[config.mk]
export PLATFORM = sky130hd
export DESIGN_NAME = rac_capture
export DESIGN_NICKNAME = d
export VERILOG_FILES = /design/src/verilog/rac_pkg.sv /design/src/verilog/rac_capture.sv
export VERILOG_INCLUDE_DIRS = /design/src /design/src/verilog
export SDC_FILE = /design/constraint.sdc
export NUM_CORES = 1
export LEC_CHECK = 0
export CAP_MARGIN = 25
export CORE_MARGIN = 8
export CORE_UTILIZATION = 64
export CTS_CLUSTER_SIZE = 8
export DETAILED_ROUTE_END_ITERATION = 8
export DONT_BUFFER_PORTS = 1
export GPL_ROUTABILITY_DRIVEN = 0
export PLACE_DENSITY = 0.86
export SLEW_MARGIN = 40
export SYNTH_ARGS = -nofsm -noshare
export SYNTH_HDL_FRONTEND = slang
export SYNTH_SLANG_ARGS = --single-unit
[constraint.sdc]
create_clock -name aclk -period 7.5 [get_ports aclk]
set_clock_uncertainty 0.15 [all_clocks]
set_input_delay 1.5 -clock aclk [delete_from_list [all_inputs] [get_ports aclk]]
set_output_delay 1.5 -clock aclk [all_outputs]
set_load 0.01 [all_outputs]
[src/verilog/rac_regs.svh]
// Purpose: register offsets, field positions, reset values for ramp capture
// Assumes: 32-bit AXI4-Lite, one aligned word per register
// Notes: included by the capture block
`ifndef RAC_REGS_SVH
`define RAC_REGS_SVH

// ***************************************************************
// offsets
// ***************************************************************
`define RAC_OFF_MODE 12'h000
`define RAC_OFF_TRIM 12'h004
`define RAC_OFF_WIDTH 12'h008
`define RAC_OFF_LIMIT 12'h00C
`define RAC_OFF_CAP1 12'h010
`define RAC_OFF_CAP2 12'h014
`define RAC_OFF_CAP3 12'h018
`define RAC_OFF_CAPX 12'h01C
`define RAC_OFF_STAT 12'h020

// ***************************************************************
// fields and reset values
// ***************************************************************
`define RAC_MODE_RATE_BIT 7
`define RAC_MODE_DBL_BIT 2
`define RAC_MODE_RST 8'h00
`define RAC_TRIM_RST 3'h0
`define RAC_WIDTH_RST 16'h0028
`define RAC_CNT_CAP 12'hFFF
`define RAC_AUX_CAL 2'h3

`endif

[src/verilog/rac_pkg.sv]
// Purpose: types for ramp capture block
// Assumes: nothing
// Notes: bus channels as packed structs
package rac_pkg;
	typedef enum logic [1:0] {RAC_IDLE, RAC_RESET, RAC_RAMP} rac_state_e;
	typedef struct packed {
		logic [31:0] addr;
		logic [31:0] data;
		logic [3:0] strb;
	} rac_wreq_s;
	typedef struct packed {
		logic [31:0] data;
		logic [1:0] resp;
	} rac_rrsp_s;
	typedef logic [11:0] rac_count_t;
endpackage

[src/verilog/rac_capture.sv]
// Purpose: control side of single-slope ramp converter with axi4-lite regs
// Assumes: comparator and sync inputs synchronous to aclk
// Notes: one timer shared by four capture channels
//
// What this block does
// - aux select 00,01,10 route aux inputs; 11 routes reference input
// - three direct and one aux channel convert together on one timer
// - timer is 12 bits, counting from ramp start to crossing
// - each cycle pulse discharges ramp and restarts conversion
// - cycle pulse width comes from a programmable width register
// - mode bit 7 clear counts at half rate, set at full rate
// - each capture register loads timer value when its comparator trips
// - count capped at 4095 and, when the limit register is nonzero, by period minus pulse width
// - double update mode halves the period bounding the window
// - untripped comparator reports zero for that conversion
// - trim register 3 bits, monotonic 0 to 7, resets to zero
// - trim picks one of eight current steps on the current source
`timescale 1ns/100ps
`include "rac_regs.svh"

module rac_capture #(
	parameter int CNT_W = 12,
	parameter int WID_W = 16
) (
	input wire logic aclk,
	input wire logic aresetn,
	input wire logic [31:0] s_axi_awaddr,
	input wire logic s_axi_awvalid,
	output logic s_axi_awready,
	input wire logic [31:0] s_axi_wdata,
	input wire logic [3:0] s_axi_wstrb,
	input wire logic s_axi_wvalid,
	output logic s_axi_wready,
	output logic [1:0] s_axi_bresp,
	output logic s_axi_bvalid,
	input wire logic s_axi_bready,
	input wire logic [31:0] s_axi_araddr,
	input wire logic s_axi_arvalid,
	output logic s_axi_arready,
	output logic [31:0] s_axi_rdata,
	output logic [1:0] s_axi_rresp,
	output logic s_axi_rvalid,
	input wire logic s_axi_rready,
	input wire logic pwm_cycle_pulse,
	input wire logic [2:0] cmp_direct,
	input wire logic [3:0] cmp_aux,
	output logic ramp_discharge,
	output logic [1:0] aux_select,
	output logic [2:0] ramp_current_source
);
	import rac_pkg::*;

	// ***************************************************************
	// registers
	// ***************************************************************
	logic [7:0] mode_control_reg_ff;
	logic [2:0] ramp_current_trim_ff;
	logic [WID_W-1:0] cycle_pulse_width_ff;
	logic [WID_W-1:0] period_ff;
	logic [CNT_W-1:0] cap_ff [4];
	logic [3:0] done_ff;
	logic [CNT_W-1:0] timer_ff;
	logic [WID_W-1:0] wcnt_ff;
	logic [WID_W-1:0] elap_ff;
	logic half_ff;
	rac_state_e state_ff;
	logic awdone_ff;
	logic wdone_ff;
	logic [31:0] awaddr_ff;
	rac_wreq_s wreq_ff;
	rac_rrsp_s rrsp_ff;
	logic bvalid_ff;
	logic rvalid_ff;

	// ***************************************************************
	// decode
	// ***************************************************************
	function automatic logic [3:0] reg_sel(input logic [31:0] a);
		case (a[11:0])
			`RAC_OFF_MODE: reg_sel = 4'h1;
			`RAC_OFF_TRIM: reg_sel = 4'h2;
			`RAC_OFF_WIDTH: reg_sel = 4'h3;
			`RAC_OFF_LIMIT: reg_sel = 4'h4;
			`RAC_OFF_CAP1: reg_sel = 4'h5;
			`RAC_OFF_CAP2: reg_sel = 4'h6;
			`RAC_OFF_CAP3: reg_sel = 4'h7;
			`RAC_OFF_CAPX: reg_sel = 4'h8;
			`RAC_OFF_STAT: reg_sel = 4'h9;
			default: reg_sel = 4'h0;
		endcase
	endfunction

	wire rate_fast = mode_control_reg_ff[`RAC_MODE_RATE_BIT];
	wire dbl_mode = mode_control_reg_ff[`RAC_MODE_DBL_BIT];
	wire aw_have = awdone_ff | s_axi_awvalid;
	wire w_have = wdone_ff | s_axi_wvalid;
	wire [31:0] waddr = awdone_ff ? awaddr_ff : s_axi_awaddr;
	wire [31:0] wdat = wdone_ff ? wreq_ff.data : s_axi_wdata;
	wire [3:0] wstb = wdone_ff ? wreq_ff.strb : s_axi_wstrb;
	wire do_write = aw_have & w_have & ~bvalid_ff;
	wire [3:0] wsel = reg_sel(waddr);
	wire [3:0] rsel = reg_sel(s_axi_araddr);
	wire do_read = s_axi_arvalid & ~rvalid_ff;

	assign s_axi_awready = ~awdone_ff & ~bvalid_ff;
	assign s_axi_wready = ~wdone_ff & ~bvalid_ff;
	assign s_axi_arready = ~rvalid_ff;
	assign s_axi_bvalid = bvalid_ff;
	assign s_axi_bresp = wreq_ff.addr[1:0];
	assign s_axi_rvalid = rvalid_ff;
	assign s_axi_rdata = rrsp_ff.data;
	assign s_axi_rresp = rrsp_ff.resp;

	// ***************************************************************
	// conversion window
	// ***************************************************************
	// usable span after the pulse, taken from the period halved in double update mode
	wire [WID_W-1:0] per_eff = dbl_mode ? {1'b0, period_ff[WID_W-1:1]}
		: period_ff;
	wire [WID_W-1:0] span = (per_eff > cycle_pulse_width_ff) ?
		per_eff - cycle_pulse_width_ff : '0;
	wire tick = rate_fast | half_ff;
	wire timer_full = (timer_ff == CNT_W'(`RAC_CNT_CAP));
	wire window_end = (elap_ff >= span) & (period_ff != '0);
	wire [3:0] trip = {cmp_aux[aux_select], cmp_direct};

	assign aux_select = mode_control_reg_ff[1:0];
	assign ramp_current_source = ramp_current_trim_ff;
	assign ramp_discharge = (state_ff != RAC_RAMP);

	// ***************************************************************
	// cycle pulse edge
	// ***************************************************************
	// one restart per rising edge, even for a long pulse
	logic pulse_q_ff;
	wire pulse_rise = pwm_cycle_pulse & ~pulse_q_ff;
	always_ff @(posedge aclk) begin
		if (!aresetn) begin
			pulse_q_ff <= 1'b0;
		end else begin
			pulse_q_ff <= pwm_cycle_pulse;
		end
	end

	// ***************************************************************
	// sequencer
	// ***************************************************************
	always_ff @(posedge aclk) begin
		if (!aresetn) begin
			state_ff <= RAC_IDLE;
			timer_ff <= '0;
			wcnt_ff <= '0;
			elap_ff <= '0;
			half_ff <= 1'b0;
		end else begin
			half_ff <= ~half_ff;
			case (state_ff)
				RAC_IDLE: begin
					if (pulse_rise) begin
						state_ff <= RAC_RESET;
					end
				end
				RAC_RESET: begin
					timer_ff <= '0;
					elap_ff <= '0;
					half_ff <= 1'b0;
					wcnt_ff <= wcnt_ff + 1'b1;
					if (wcnt_ff + 1'b1 >= cycle_pulse_width_ff) begin
						state_ff <= RAC_RAMP;
						wcnt_ff <= '0;
					end
				end
				RAC_RAMP: begin
					if (pulse_rise) begin
						state_ff <= RAC_RESET;
					end else if (tick && !timer_full && !window_end) begin
						timer_ff <= timer_ff + 1'b1;
					end
					if (!window_end) begin
						elap_ff <= elap_ff + 1'b1;
					end
				end
				default: state_ff <= RAC_IDLE;
			endcase
		end
	end

	// ***************************************************************
	// capture channels
	// ***************************************************************
	genvar gi;
	generate
		for (gi = 0; gi < 4; gi++) begin : g_cap
			always_ff @(posedge aclk) begin
				if (!aresetn) begin
					cap_ff[gi] <= '0;
					done_ff[gi] <= 1'b0;
				end else if (state_ff == RAC_RESET) begin
					cap_ff[gi] <= '0;
					done_ff[gi] <= 1'b0;
				end else if (state_ff == RAC_RAMP && !done_ff[gi] &&
					trip[gi] && !window_end) begin
					cap_ff[gi] <= timer_ff;
					done_ff[gi] <= 1'b1;
				end
			end
		end
	endgenerate

	// ***************************************************************
	// axi4-lite write
	// ***************************************************************
	always_ff @(posedge aclk) begin
		if (!aresetn) begin
			mode_control_reg_ff <= `RAC_MODE_RST;
			ramp_current_trim_ff <= `RAC_TRIM_RST;
			cycle_pulse_width_ff <= WID_W'(`RAC_WIDTH_RST);
			period_ff <= '0;
			awdone_ff <= 1'b0;
			wdone_ff <= 1'b0;
			awaddr_ff <= '0;
			wreq_ff <= '0;
			bvalid_ff <= 1'b0;
		end else begin
			if (s_axi_awvalid && s_axi_awready) begin
				awdone_ff <= 1'b1;
				awaddr_ff <= s_axi_awaddr;
			end
			if (s_axi_wvalid && s_axi_wready) begin
				wdone_ff <= 1'b1;
				wreq_ff.data <= s_axi_wdata;
				wreq_ff.strb <= s_axi_wstrb;
			end
			if (do_write) begin
				awdone_ff <= 1'b0;
				wdone_ff <= 1'b0;
				bvalid_ff <= 1'b1;
				wreq_ff.addr <= (wsel == 4'h0) ? 32'h0000_0002 : '0;
				if (wsel == 4'h1 && wstb[0]) begin
					mode_control_reg_ff <= wdat[7:0];
				end
				if (wsel == 4'h2 && wstb[0]) begin
					ramp_current_trim_ff <= wdat[2:0];
				end
				if (wsel == 4'h3 && wstb[1:0] == 2'h3) begin
					cycle_pulse_width_ff <= wdat[WID_W-1:0];
				end
				if (wsel == 4'h4 && wstb[1:0] == 2'h3) begin
					period_ff <= wdat[WID_W-1:0];
				end
			end else if (bvalid_ff && s_axi_bready) begin
				bvalid_ff <= 1'b0;
			end
		end
	end

	// ***************************************************************
	// axi4-lite read
	// ***************************************************************
	// captured flags and sequencer state
	wire [31:0] stat_word = {16'h0, 4'h0, done_ff, 6'h0, state_ff};

	// zero-extends a count to a bus word
	function automatic logic [31:0] pad_cnt(input logic [CNT_W-1:0] c);
		pad_cnt = {{(32-CNT_W){1'b0}}, c};
	endfunction

	logic [31:0] rmux;
	always_comb begin
		rmux = '0;
		case (rsel)
			4'h1: rmux = {24'h0, mode_control_reg_ff};
			4'h2: rmux = {29'h0, ramp_current_trim_ff};
			4'h3: rmux = {{(32-WID_W){1'b0}}, cycle_pulse_width_ff};
			4'h4: rmux = {{(32-WID_W){1'b0}}, period_ff};
			4'h5: rmux = pad_cnt(cap_ff[0]);
			4'h6: rmux = pad_cnt(cap_ff[1]);
			4'h7: rmux = pad_cnt(cap_ff[2]);
			4'h8: rmux = pad_cnt(cap_ff[3]);
			4'h9: rmux = stat_word;
			default: rmux = '0;
		endcase
	end

	always_ff @(posedge aclk) begin
		if (!aresetn) begin
			rvalid_ff <= 1'b0;
			rrsp_ff <= '0;
		end else if (do_read) begin
			rvalid_ff <= 1'b1;
			rrsp_ff.data <= rmux;
			rrsp_ff.resp <= (rsel == 4'h0) ? 2'h2 : 2'h0;
		end else if (rvalid_ff && s_axi_rready) begin
			rvalid_ff <= 1'b0;
		end
	end
endmodule

# --- Yosys cells after proc, flatten, opt, wreduce, memory -nomap -nowiden ---
# Memory sizes are Yosys's and may differ from the RTL's.
# Cells that the tools add are included.
word_totals:
  in_bits: 115
  n_memories: 1
  wordCells: 197
  regBits: 165
  mem_bits_rw: 48
  output_inout_bits: 47
classes:
  bitwise_logic: 25
  n_reduce_logical: 47
  magnitude_cmp: 4
  n_eq_ne: 39
  add_sub_neg: 4
  mux: 53
memory_table:
  columns: ["name", "depth", "width", "rd", "rd_ports_with_merged_regs", "wr", "line", "rtl"]
  rows:
  - ["cap_ff", 4, 12, 4, 0, 4, "rac_capture.sv:60", "logic [CNT_W-1:0] cap_ff [4];"]
ops:
  columns: ["operator", "n"]
  rows:
  - ["$pmux W16 S9", 1]
  - ["$mux W12", 11]
  - ["$eq A12 B5 Y1 const B", 8]
  - ["$mux W16", 5]
  - ["$pmux W4 S9", 2]
  - ["$eq A12 B4 Y1 const B", 4]
  - ["$add A16 B1 Y16 const B", 2]
  - ["$ge A16 B16 Y1", 2]
  - ["$pmux W16 S2", 1]
  - ["$mux W1", 25]
  - ["$eq A12 B3 Y1 const B", 2]
  - ["$eq A12 B6 Y1 const B", 2]
  - ["$logic_not A12 Y1", 2]
  - ["$pmux W12 S2", 1]
  - ["$logic_and A1 B1 Y1", 22]
  - ["$eq A4 B3 Y1 const B", 5]
  - ["$eq A4 B2 Y1 const B", 4]
  - ["$gt A16 B16 Y1", 1]
  - ["$reduce_bool A16 Y1", 1]
  - ["$sub A16 B16 Y16", 1]
  - ["$add A12 B1 Y12 const B", 1]
  - ["$eq A12 B12 Y1 const B", 1]
  - ["$reduce_and A2 Y1", 6]
  - ["$or A1 B1 Y1", 11]
  - ["other kinds (18)", 51]

# --- Depth between registers and ports, before layout ---
# Gate-level depths: netlist of run 1.
depth:
  word_depth: 12
  mapped_depth: 24
  mapped_depth_nobuf: 19

# --- Worst setup path before layout of run 1 ---
# OpenSTA, ideal clock, no wires.
synth_path:
  path_type: "flip-flop to flip-flop"
  startpoint: "register mode_control_reg_ff[2]"
  endpoint: "memory cap_ff[3][0] (enable)"
  slack_ns: 1.186
  path_buffers: 6
  arrival_ns: 5.767
  period_less_slack_ns: 6.314
  path_stages_with_launch: 24
  setup_ns: 0.398
  required_ns: 6.952
  path_cell_list: "dfxtp_1 clkbuf_1 clkbuf_1 mux2i_1 ha_1 inv_1 fa_1 a211oi_1 o21a_1 o31ai_1 a2111oi_0 nor3_2 buf_2 nand2_1 ha_1 a211o_1 a31oi_1 o41ai_1 a41o_1 and2_1 buf_2 buf_2 buf_2 o21ai_0"
synth_rtl:
  columns: ["element", "line", "rtl"]
  rows:
  - ["from (decl)", "rac_capture.sv:56", "logic [7:0] mode_control_reg_ff;"]
  - ["from (signal assigned)", "rac_capture.sv:215", "mode_control_reg_ff <= `RAC_MODE_RST;"]
  - ["from (signal assigned)", "rac_capture.sv:240", "mode_control_reg_ff <= wdat[7:0];"]
  - ["to (decl)", "rac_capture.sv:60", null]

==> results of run 1 <==
## metrics by stage
stage / worst slack [ns] / instance area (um^2) / total power (W) / cells / util, %
3_3_place_gp: 0.871 / 10800 / 0.00132 / 1352 / 65.2
6_report: 1.03 / 11400 / 0.00219 / 1386 / 69.1
2_1_floorplan: 1.19 / 10900 / 0.00129 / 1212 / -
5_1_grt: 0.584 / 11400 / 0.00225 / 1385 / 69.1
4_1_cts: 0.663 / 11400 / 0.00219 / 1384 / 68.8
3_5_place_dp: 0.763 / 10800 / 0.00132 / 1352 / 65.3
## cell usage after synthesis (4+ instances only)
master    number
o31ai_1        7
a21oi_1       76
a22oi_1       12
nor4_1        16
xnor2_1       23
xor2_1        11
buf_6          4
a21o_1        12
or3_1          5
or2_2          4
a41o_1         4
or4_1          6
a31o_2         4
dfxtp_1      147
mux2i_1       24
a221oi_1       8
o21ai_0       42
and2_1        44
a31oi_1       10
o211ai_1       5
and4_1         4
a211oi_1      16
buf_2         10
a22o_1         5
mux2_2        18
edfxtp_1      48
nor3_1        19
a222oi_1      11
nand4_1       15
buf_4         24
nand3_1       33
and3_1        23
inv_1         29
nor2_1       109
clkbuf_1      51
o21a_1         7
a211oi_2      29
nor2b_1        5
ha_1          51
nand2_1      138
a32o_1        10
nand2b_1      14
## state kept, by name, summed over array words and instances, names as in the netlist, 16 cells and up
| register | count |
|---|---|
| cap_ff | 48 |
| wreq_ff | 18 |
| cycle_pulse_width_ff | 16 |
| elap_ff | 16 |
| period_ff | 16 |
| s_axi_rdata | 16 |
| wcnt_ff | 16 |
## worst max-delay path: cells and delay by family, from the launching register on
family / cells / cell delay (ns)
AO/OA/AOI/OAI: 7 / 1.92
flip-flops: 1 / 0.58
multiplexers: 1 / 0.35
buffers and inverters: 2 / 0.48
adder cells (fa/ha/maj): 2 / 0.65
AND/OR/NAND/NOR: 6 / 1.97
## cells by family (layout without fill, tap and decap cells)
logic type / count (synthesis) / in the layout / synth area share, %
xor gates and xnor gates: 34 / 34 / 2.75
and+or+nand+nor: 454 / 454 / 20.6
buffers and inverters: 122 / 75 / 5.46
other: 1 / 19 / 0.0347
adders and majority gates: 52 / 52 / 6.09
AOI/OAI and AO/OA: 295 / 295 / 20.5
DFF: 195 / 195 / 40.5
muxes: 42 / 42 / 4.10
## report_power, final
part | switching (W) | internal, W | leakage (nW)
sequential | 0.0000297 | 0.00112 | 1.70
clock | 0.000446 | 0.000442 | 0.273
combinational | 0.000112 | 0.0000463 | 2.18
## layer usage
layer	vias to the layer above	track usage [%]	share of wire, %
li1	4252	-	-
met1	4370	33.8	40
met2	469	41.7	46
met3	92	6.65	10
met4	0	10.5	3.4
met5	-	0	0
## path summary, 6_finish.rpt
path                                             from                          to  cells after the start
hold reg to reg                    half_ff$_SDFF_PP0_          half_ff$_SDFF_PP0_                      1
setup reg to reg  mode_control_reg_ff[2]$_SDFFE_PN0P_  cap_ff[1][6]$_SDFFCE_PN0P_                     18
setup / recovery  mode_control_reg_ff[2]$_SDFFE_PN0P_  cap_ff[1][6]$_SDFFCE_PN0P_                     18
hold / removal                     half_ff$_SDFF_PP0_          half_ff$_SDFF_PP0_                      1
## layout make-up
class	instances	share of cell area, %
Multi-Input combinational cell	895	52.1
Sequential cell	195	38.4
Clock buffer	18	3.76
Tap cell	220	2.41
Clock inverter	14	1.25
Timing Repair Buffer	13	1.04
Inverter	30	0.997
Antenna cell	1	0.0219
==> summary.txt, run 1 <==
Max-cap violations = 0
First-pass GRT wire length = 45600 um
Commonest non-fill, non-tap cell in the layout = dfxtp_1
Largest net degree at the start of global routing = 80
CTS tree = built
CP Class = reg -> reg
Num Clock Sinks = 195
Mapped Area = 0.0108 mm^2
Number of synthesized register bits = 195
DP Wirelength = 20300 um
Slowest cell on the critical path = dfxtp_1
Largest vdd supply drop = 0.179 mV
Sequential cell area fraction in the yosys report = 40.5%
CTS Root Cell = clkbuf_16
Worst-path clk slew = 0.07 ns
Clk_lat worst skew = 0.45 ns
Ys Warns = 0
Die Height = 146 um
Slew Viols, Final = 0
Final hold vios = 0
Synth-to-Final Area Change = 5.56%
H-tree level count = 4
Final period utilization = 86.2%
Ranking of synthesized cells by area = dfxtp_1 (27%), edfxtp_1 (13%), ha_1 (5.9%), nand2_1 (4.8%), nor2_1 (3.8%)
Post-synth EDFFs = 48
Initial core utilization = 65.5%
Synth cell types = 80
Min-delay worst type = reg -> reg
Final setup viols = 0
FF+latch area = 0.00439 mm^2
Synthesized instance count = 1195
Syn Area/Cell = 9.05 um^2
Number of global-route vias before repair = 8506
Std-Cell Rows = 47
Post-DR wirelength/cell = 20.6 um
Max FO, Critical Path = 25
CTS Hold Buffers Added = 0
Hold WS = 0.265 ns
Max transition margin = 50.6%
# DRC = 0
IO Count = 162
CP Capture Type = flip-flop
Core ar. = 0.0165 mm^2
Main synth FF type = dfxtp_1
Tmin final = 6.47 ns
Arrival time at the worst endpoint = 6.39 ns
Max Root-Sink Buffers = 2
Leakage Power = 4.16 nW
CP startpoint kind = flip-flop
CP required = 7.43 ns
Post-route setup TNS = 0 ns
FFs w/ async S/R, synth = 0%
Fmax = 155 MHz
Avg Vias per Cell = 6.63
DIE WIDTH = 146 um
Post-CTS resize count = 0
Status = complete, no violations
Leading cell types in the layout, fill and taps excluded = dfxtp_1 (146), nand2_1 (137), nor2_1 (109), a21oi_1 (76), ha_1 (51)
Layout cells sized above 1 = 10.6%
Full die area = 0.0213 mm^2
Max incr delay on CP = 0.58 ns
Area leader, netlist = dfxtp_1
R2R setup slack = 1.03 ns
Pwr/cell area = 192 mW/mm^2
# nets final = 1319
Unrepaired setup endpoints after global routing = false
Slew @ Worst Pin = 0.735 ns
Initial DRC count = 1054
Total track usage = 26.3%
Vias = 9183
Crit-path cells = buf_4, mux2_2, ha_1, nand3_1, o31ai_1, a2111oi_1, nor3_4, o311a_1, o211ai_1, ha_1, a21o_1, a211oi_2, nand3_1, a41o_1, and2_2, nor3b_1, buf_4, nand2b_1
GR Overflow Total = 0
Post-synth top area share = 27.2%
Initial antenna violation count = 0
Setup bufs post-CTS = 0
Post-Route WL = 28500 um
TritonRoute pass-1 iters = 7
TritonCTS Buffers = 17
Number of fill cells in the layout = 1249
Port Buf Inserts = 0
Multi-input logic area = 0.00595 mm^2
Final ANT Viol Nets = 0
Power figures use the tool's default switching activity.
==> inputs of run 2 (changes only) <==
- CORE_UTILIZATION: 64 -> 69
- PLACE_DENSITY: 0.86 -> 0.91
- clock period: 7.5 -> 8.3 ns (I/O delays scaled with it)
==> summary.txt, run 2 (synthesis results as in run 1) <==
Overall Power = 0.00205 W (-6.7%)
Leading cell types in the layout, fill and taps excluded = dfxtp_1 (146), nand2_1 (137), nor2_1 (109), a21oi_1 (76), ha_1 (51)
Top flop regs = cap_ff x48, wreq_ff x18
R2R cell count = 19 (+1)
Initial antenna violation count = 0 (unchanged)
Synth-to-Final Area Change = 5.89%
TritonRoute pass-1 iters = 9 (+2)
Power share of the clock group = 42.3% (+1.8 points)
Core ar. = 0.0153 mm^2 (-7.7%)
Internal power = 0.00151 W (-5.9%)
Status = complete, no violations
CP Capture Type = flip-flop
GR Util met2 = 46.4% (+4.7 points)
Arrival time at the worst endpoint = 6.73 ns (+0.34 ns)
Max incr delay on CP = 0.80 ns (+0.22 ns)
Sw frac = 26.2% (-0.62 points)
Min-delay worst type = reg -> reg
Psw = 0.000535 W (-8.8%)
Slowest cell on the critical path = dfxtp_1
FF+latch area = 0.00439 mm^2 (unchanged)
DP Wirelength = 20000 um (-1.7%)
Leakage Power = 4.18 nW (+0.50%)
# DRC = 0 (unchanged)
Slew Viols, Final = 0 (unchanged)
H-tree level count = 4 (unchanged)
IO Count = 162 (unchanged)
Post-Route WL = 29600 um (+3.6%)
Unrepaired setup endpoints after global routing = false
GR Overflow Total = 0 (unchanged)
CP Class = reg -> reg
Routing usage on met3 = 6.58% (-0.071 points)
TritonCTS Buffers = 17 (unchanged)
Avg Vias per Cell = 6.78 (+2.4%)
Number of flip-flops in the largest register = 48 (unchanged)
Slew @ Worst Pin = 0.875 ns (+0.141 ns)
CTS Root Cell = clkbuf_16
Hold endpoint = half_ff$_SDFF_PP0_
First-pass GRT wire length = 46000 um (+0.85%)
DIE WIDTH = 141 um (-3.3%)
CTS Hold Buffers Added = 0 (unchanged)
Num Clock Sinks = 195 (unchanged)
Final period utilization = 81.9% (-4.3 points)
Largest register by flop count = cap_ff
Multi-input logic area = 0.00594 mm^2 (-0.11%)
Sequential power share = 50.6% (-1.7 points)
Largest net degree at the start of global routing = 81 (+1.3%)
Crit-path cells = mux2i_1, ha_1, inv_1, fa_1, a211oi_1, o21a_1, o31ai_1, a2111oi_1, nor3_4, nand2_1, ha_1, a211o_1, a31oi_1, o41ai_1, a41o_1, and2_2, nor3b_1, buf_4, nand2b_1
Reg2Reg Launch Point = mode_control_reg_ff[2]$_SDFFE_PN0P_
CP required = 8.23 ns (+0.80 ns)
Max-cap violations = 0 (unchanged)
Final ANT Viol Nets = 0 (unchanged)
Fmax = 147 MHz (-4.9%)
Worst-path clk slew = 0.07 ns (about the same)
Largest vdd supply drop = 0.149 mV (-17%)
Tmin final = 6.80 ns (+0.334 ns)
CTS tree = built
# nets final = 1319 (unchanged)
Full die area = 0.0199 mm^2 (-6.5%)
Initial DRC count = 1245 (+18%)
Max Root-Sink Buffers = 2 (unchanged)
Number of fill cells in the layout = 990 (-21%)
Post-CTS resize count = 0 (unchanged)
Port Buf Inserts = 0 (unchanged)
Final setup viols = 0 (unchanged)
Busiest grt layer = met2
Total track usage = 29.0% (+2.7 points)
Vias = 9333 (+1.6%)
ANT cells = 0 (-1)
Die Height = 141 um (-3.3%)
Post-route setup TNS = 0 ns (unchanged)
Post-DR wirelength/cell = 21.5 um (+4.4%)
Final hold vios = 0 (unchanged)
Std-Cell Rows = 45 (-4.3%)
Most used cell, CP = ha_1
Gate power share = 7.1% (about the same)
Setup bufs post-CTS = 0 (unchanged)
Initial core utilization = 70.9% (+5.4 points)
Max FO, Critical Path = 25 (unchanged)
Layout cells sized above 1 = 10.5% (-0.17 points)
Commonest non-fill, non-tap cell in the layout = dfxtp_1
Number of global-route vias before repair = 8555 (+0.58%)
Pwr/cell area = 179 mW/mm^2 (-6.9%)
Max transition margin = 41.2% (-9.5 points)
Clk_lat worst skew = 0.45 ns (about the same)
Hold path depth = 1 (unchanged)
Global Route met1 Usage = 36.5% (+2.7 points)
Final Core Density = 75.1% (+6.0 points)
R2R setup slack = 1.50 ns (+0.47 ns)
FF-to-FF End = cap_ff[1][5]$_SDFFCE_PN0P_
CP startpoint kind = flip-flop
Min-Delay Startpoint = half_ff$_SDFF_PP0_
-- run 2: worst max path at each step --
| stage | from | cells after the start | end | slack [ns] |
|---|---|---|---|---|
| after global routing | mode_control_reg_ff[2]$_SDFFE_PN0P_ | 19 | cap_ff[1][0]$_SDFFCE_PN0P_ | 1.28 |
| after global placement | mode_control_reg_ff[2]$_SDFFE_PN0P_ | 17 | cap_ff[1][0]$_SDFFCE_PN0P_ | 1.60 |
| final | mode_control_reg_ff[2]$_SDFFE_PN0P_ | 19 | cap_ff[1][5]$_SDFFCE_PN0P_ | 1.50 |
| after floorplan | mode_control_reg_ff[2]$_SDFFE_PN0P_ | 23 | cap_ff[3][0]$_SDFFCE_PN0P_ | 1.99 |
| after CTS | mode_control_reg_ff[2]$_SDFFE_PN0P_ | 17 | cap_ff[1][5]$_SDFFCE_PN0P_ | 1.20 |
| after detailed placement | mode_control_reg_ff[2]$_SDFFE_PN0P_ | 17 | cap_ff[1][0]$_SDFFCE_PN0P_ | 1.45 |
-- run 2: metal layers --
layer / wire (um) / share of wire, % / up-vias
met3: 3730 / 13 / 92
met4: 1120 / 3.8 / 0
met1: 11000 / 37 / 4339
met2: 13700 / 46 / 650
met5: 0 / 0 / -
li1: - / - / 4252
-- run 2: power by group through the flow --
stage / Combinational (W) / Sequential, W / Clock [W]
final: 0.000145 / 0.00104 / 0.000866
after global routing: 0.000157 / 0.00104 / 0.000901
after CTS: 0.000141 / 0.00103 / 0.000860
after detailed placement: 0.000139 / 0.00106 / 0
after global placement: 0.000135 / 0.00105 / 0
after floorplan: 0.000127 / 0.00104 / 0
-- run 2: worst max-delay path, delay by kind of cell, from the launching register on --
kind | cells | cell delay, ns
compound gates | 8 | 2.37
simple gates | 5 | 1.65
fa+ha+maj | 3 | 0.87
flops | 1 | 0.80
buf+inv | 2 | 0.30
mux | 1 | 0.27
-- run 2: per-stage QoR --
stage	std cells	worst slack, ns	hold WS (ns)	cell area, um^2
after global routing	1376	1.28	0.306	11500
after global placement	1343	1.60	0.260	10800
after CTS	1375	1.20	0.289	11400
after detailed placement	1343	1.45	0.265	10800
after floorplan	1212	1.99	0.243	10900
final	1376	1.50	0.289	11500
-- run 2: cell type report --
class	instances	share of cell area, %
Inverter	30	0.994
Clock inverter	14	1.70
Multi-Input combinational cell	895	51.9
Sequential cell	195	38.3
Clock buffer	18	3.75
Tap cell	211	2.31
Timing Repair Buffer	13	1.06
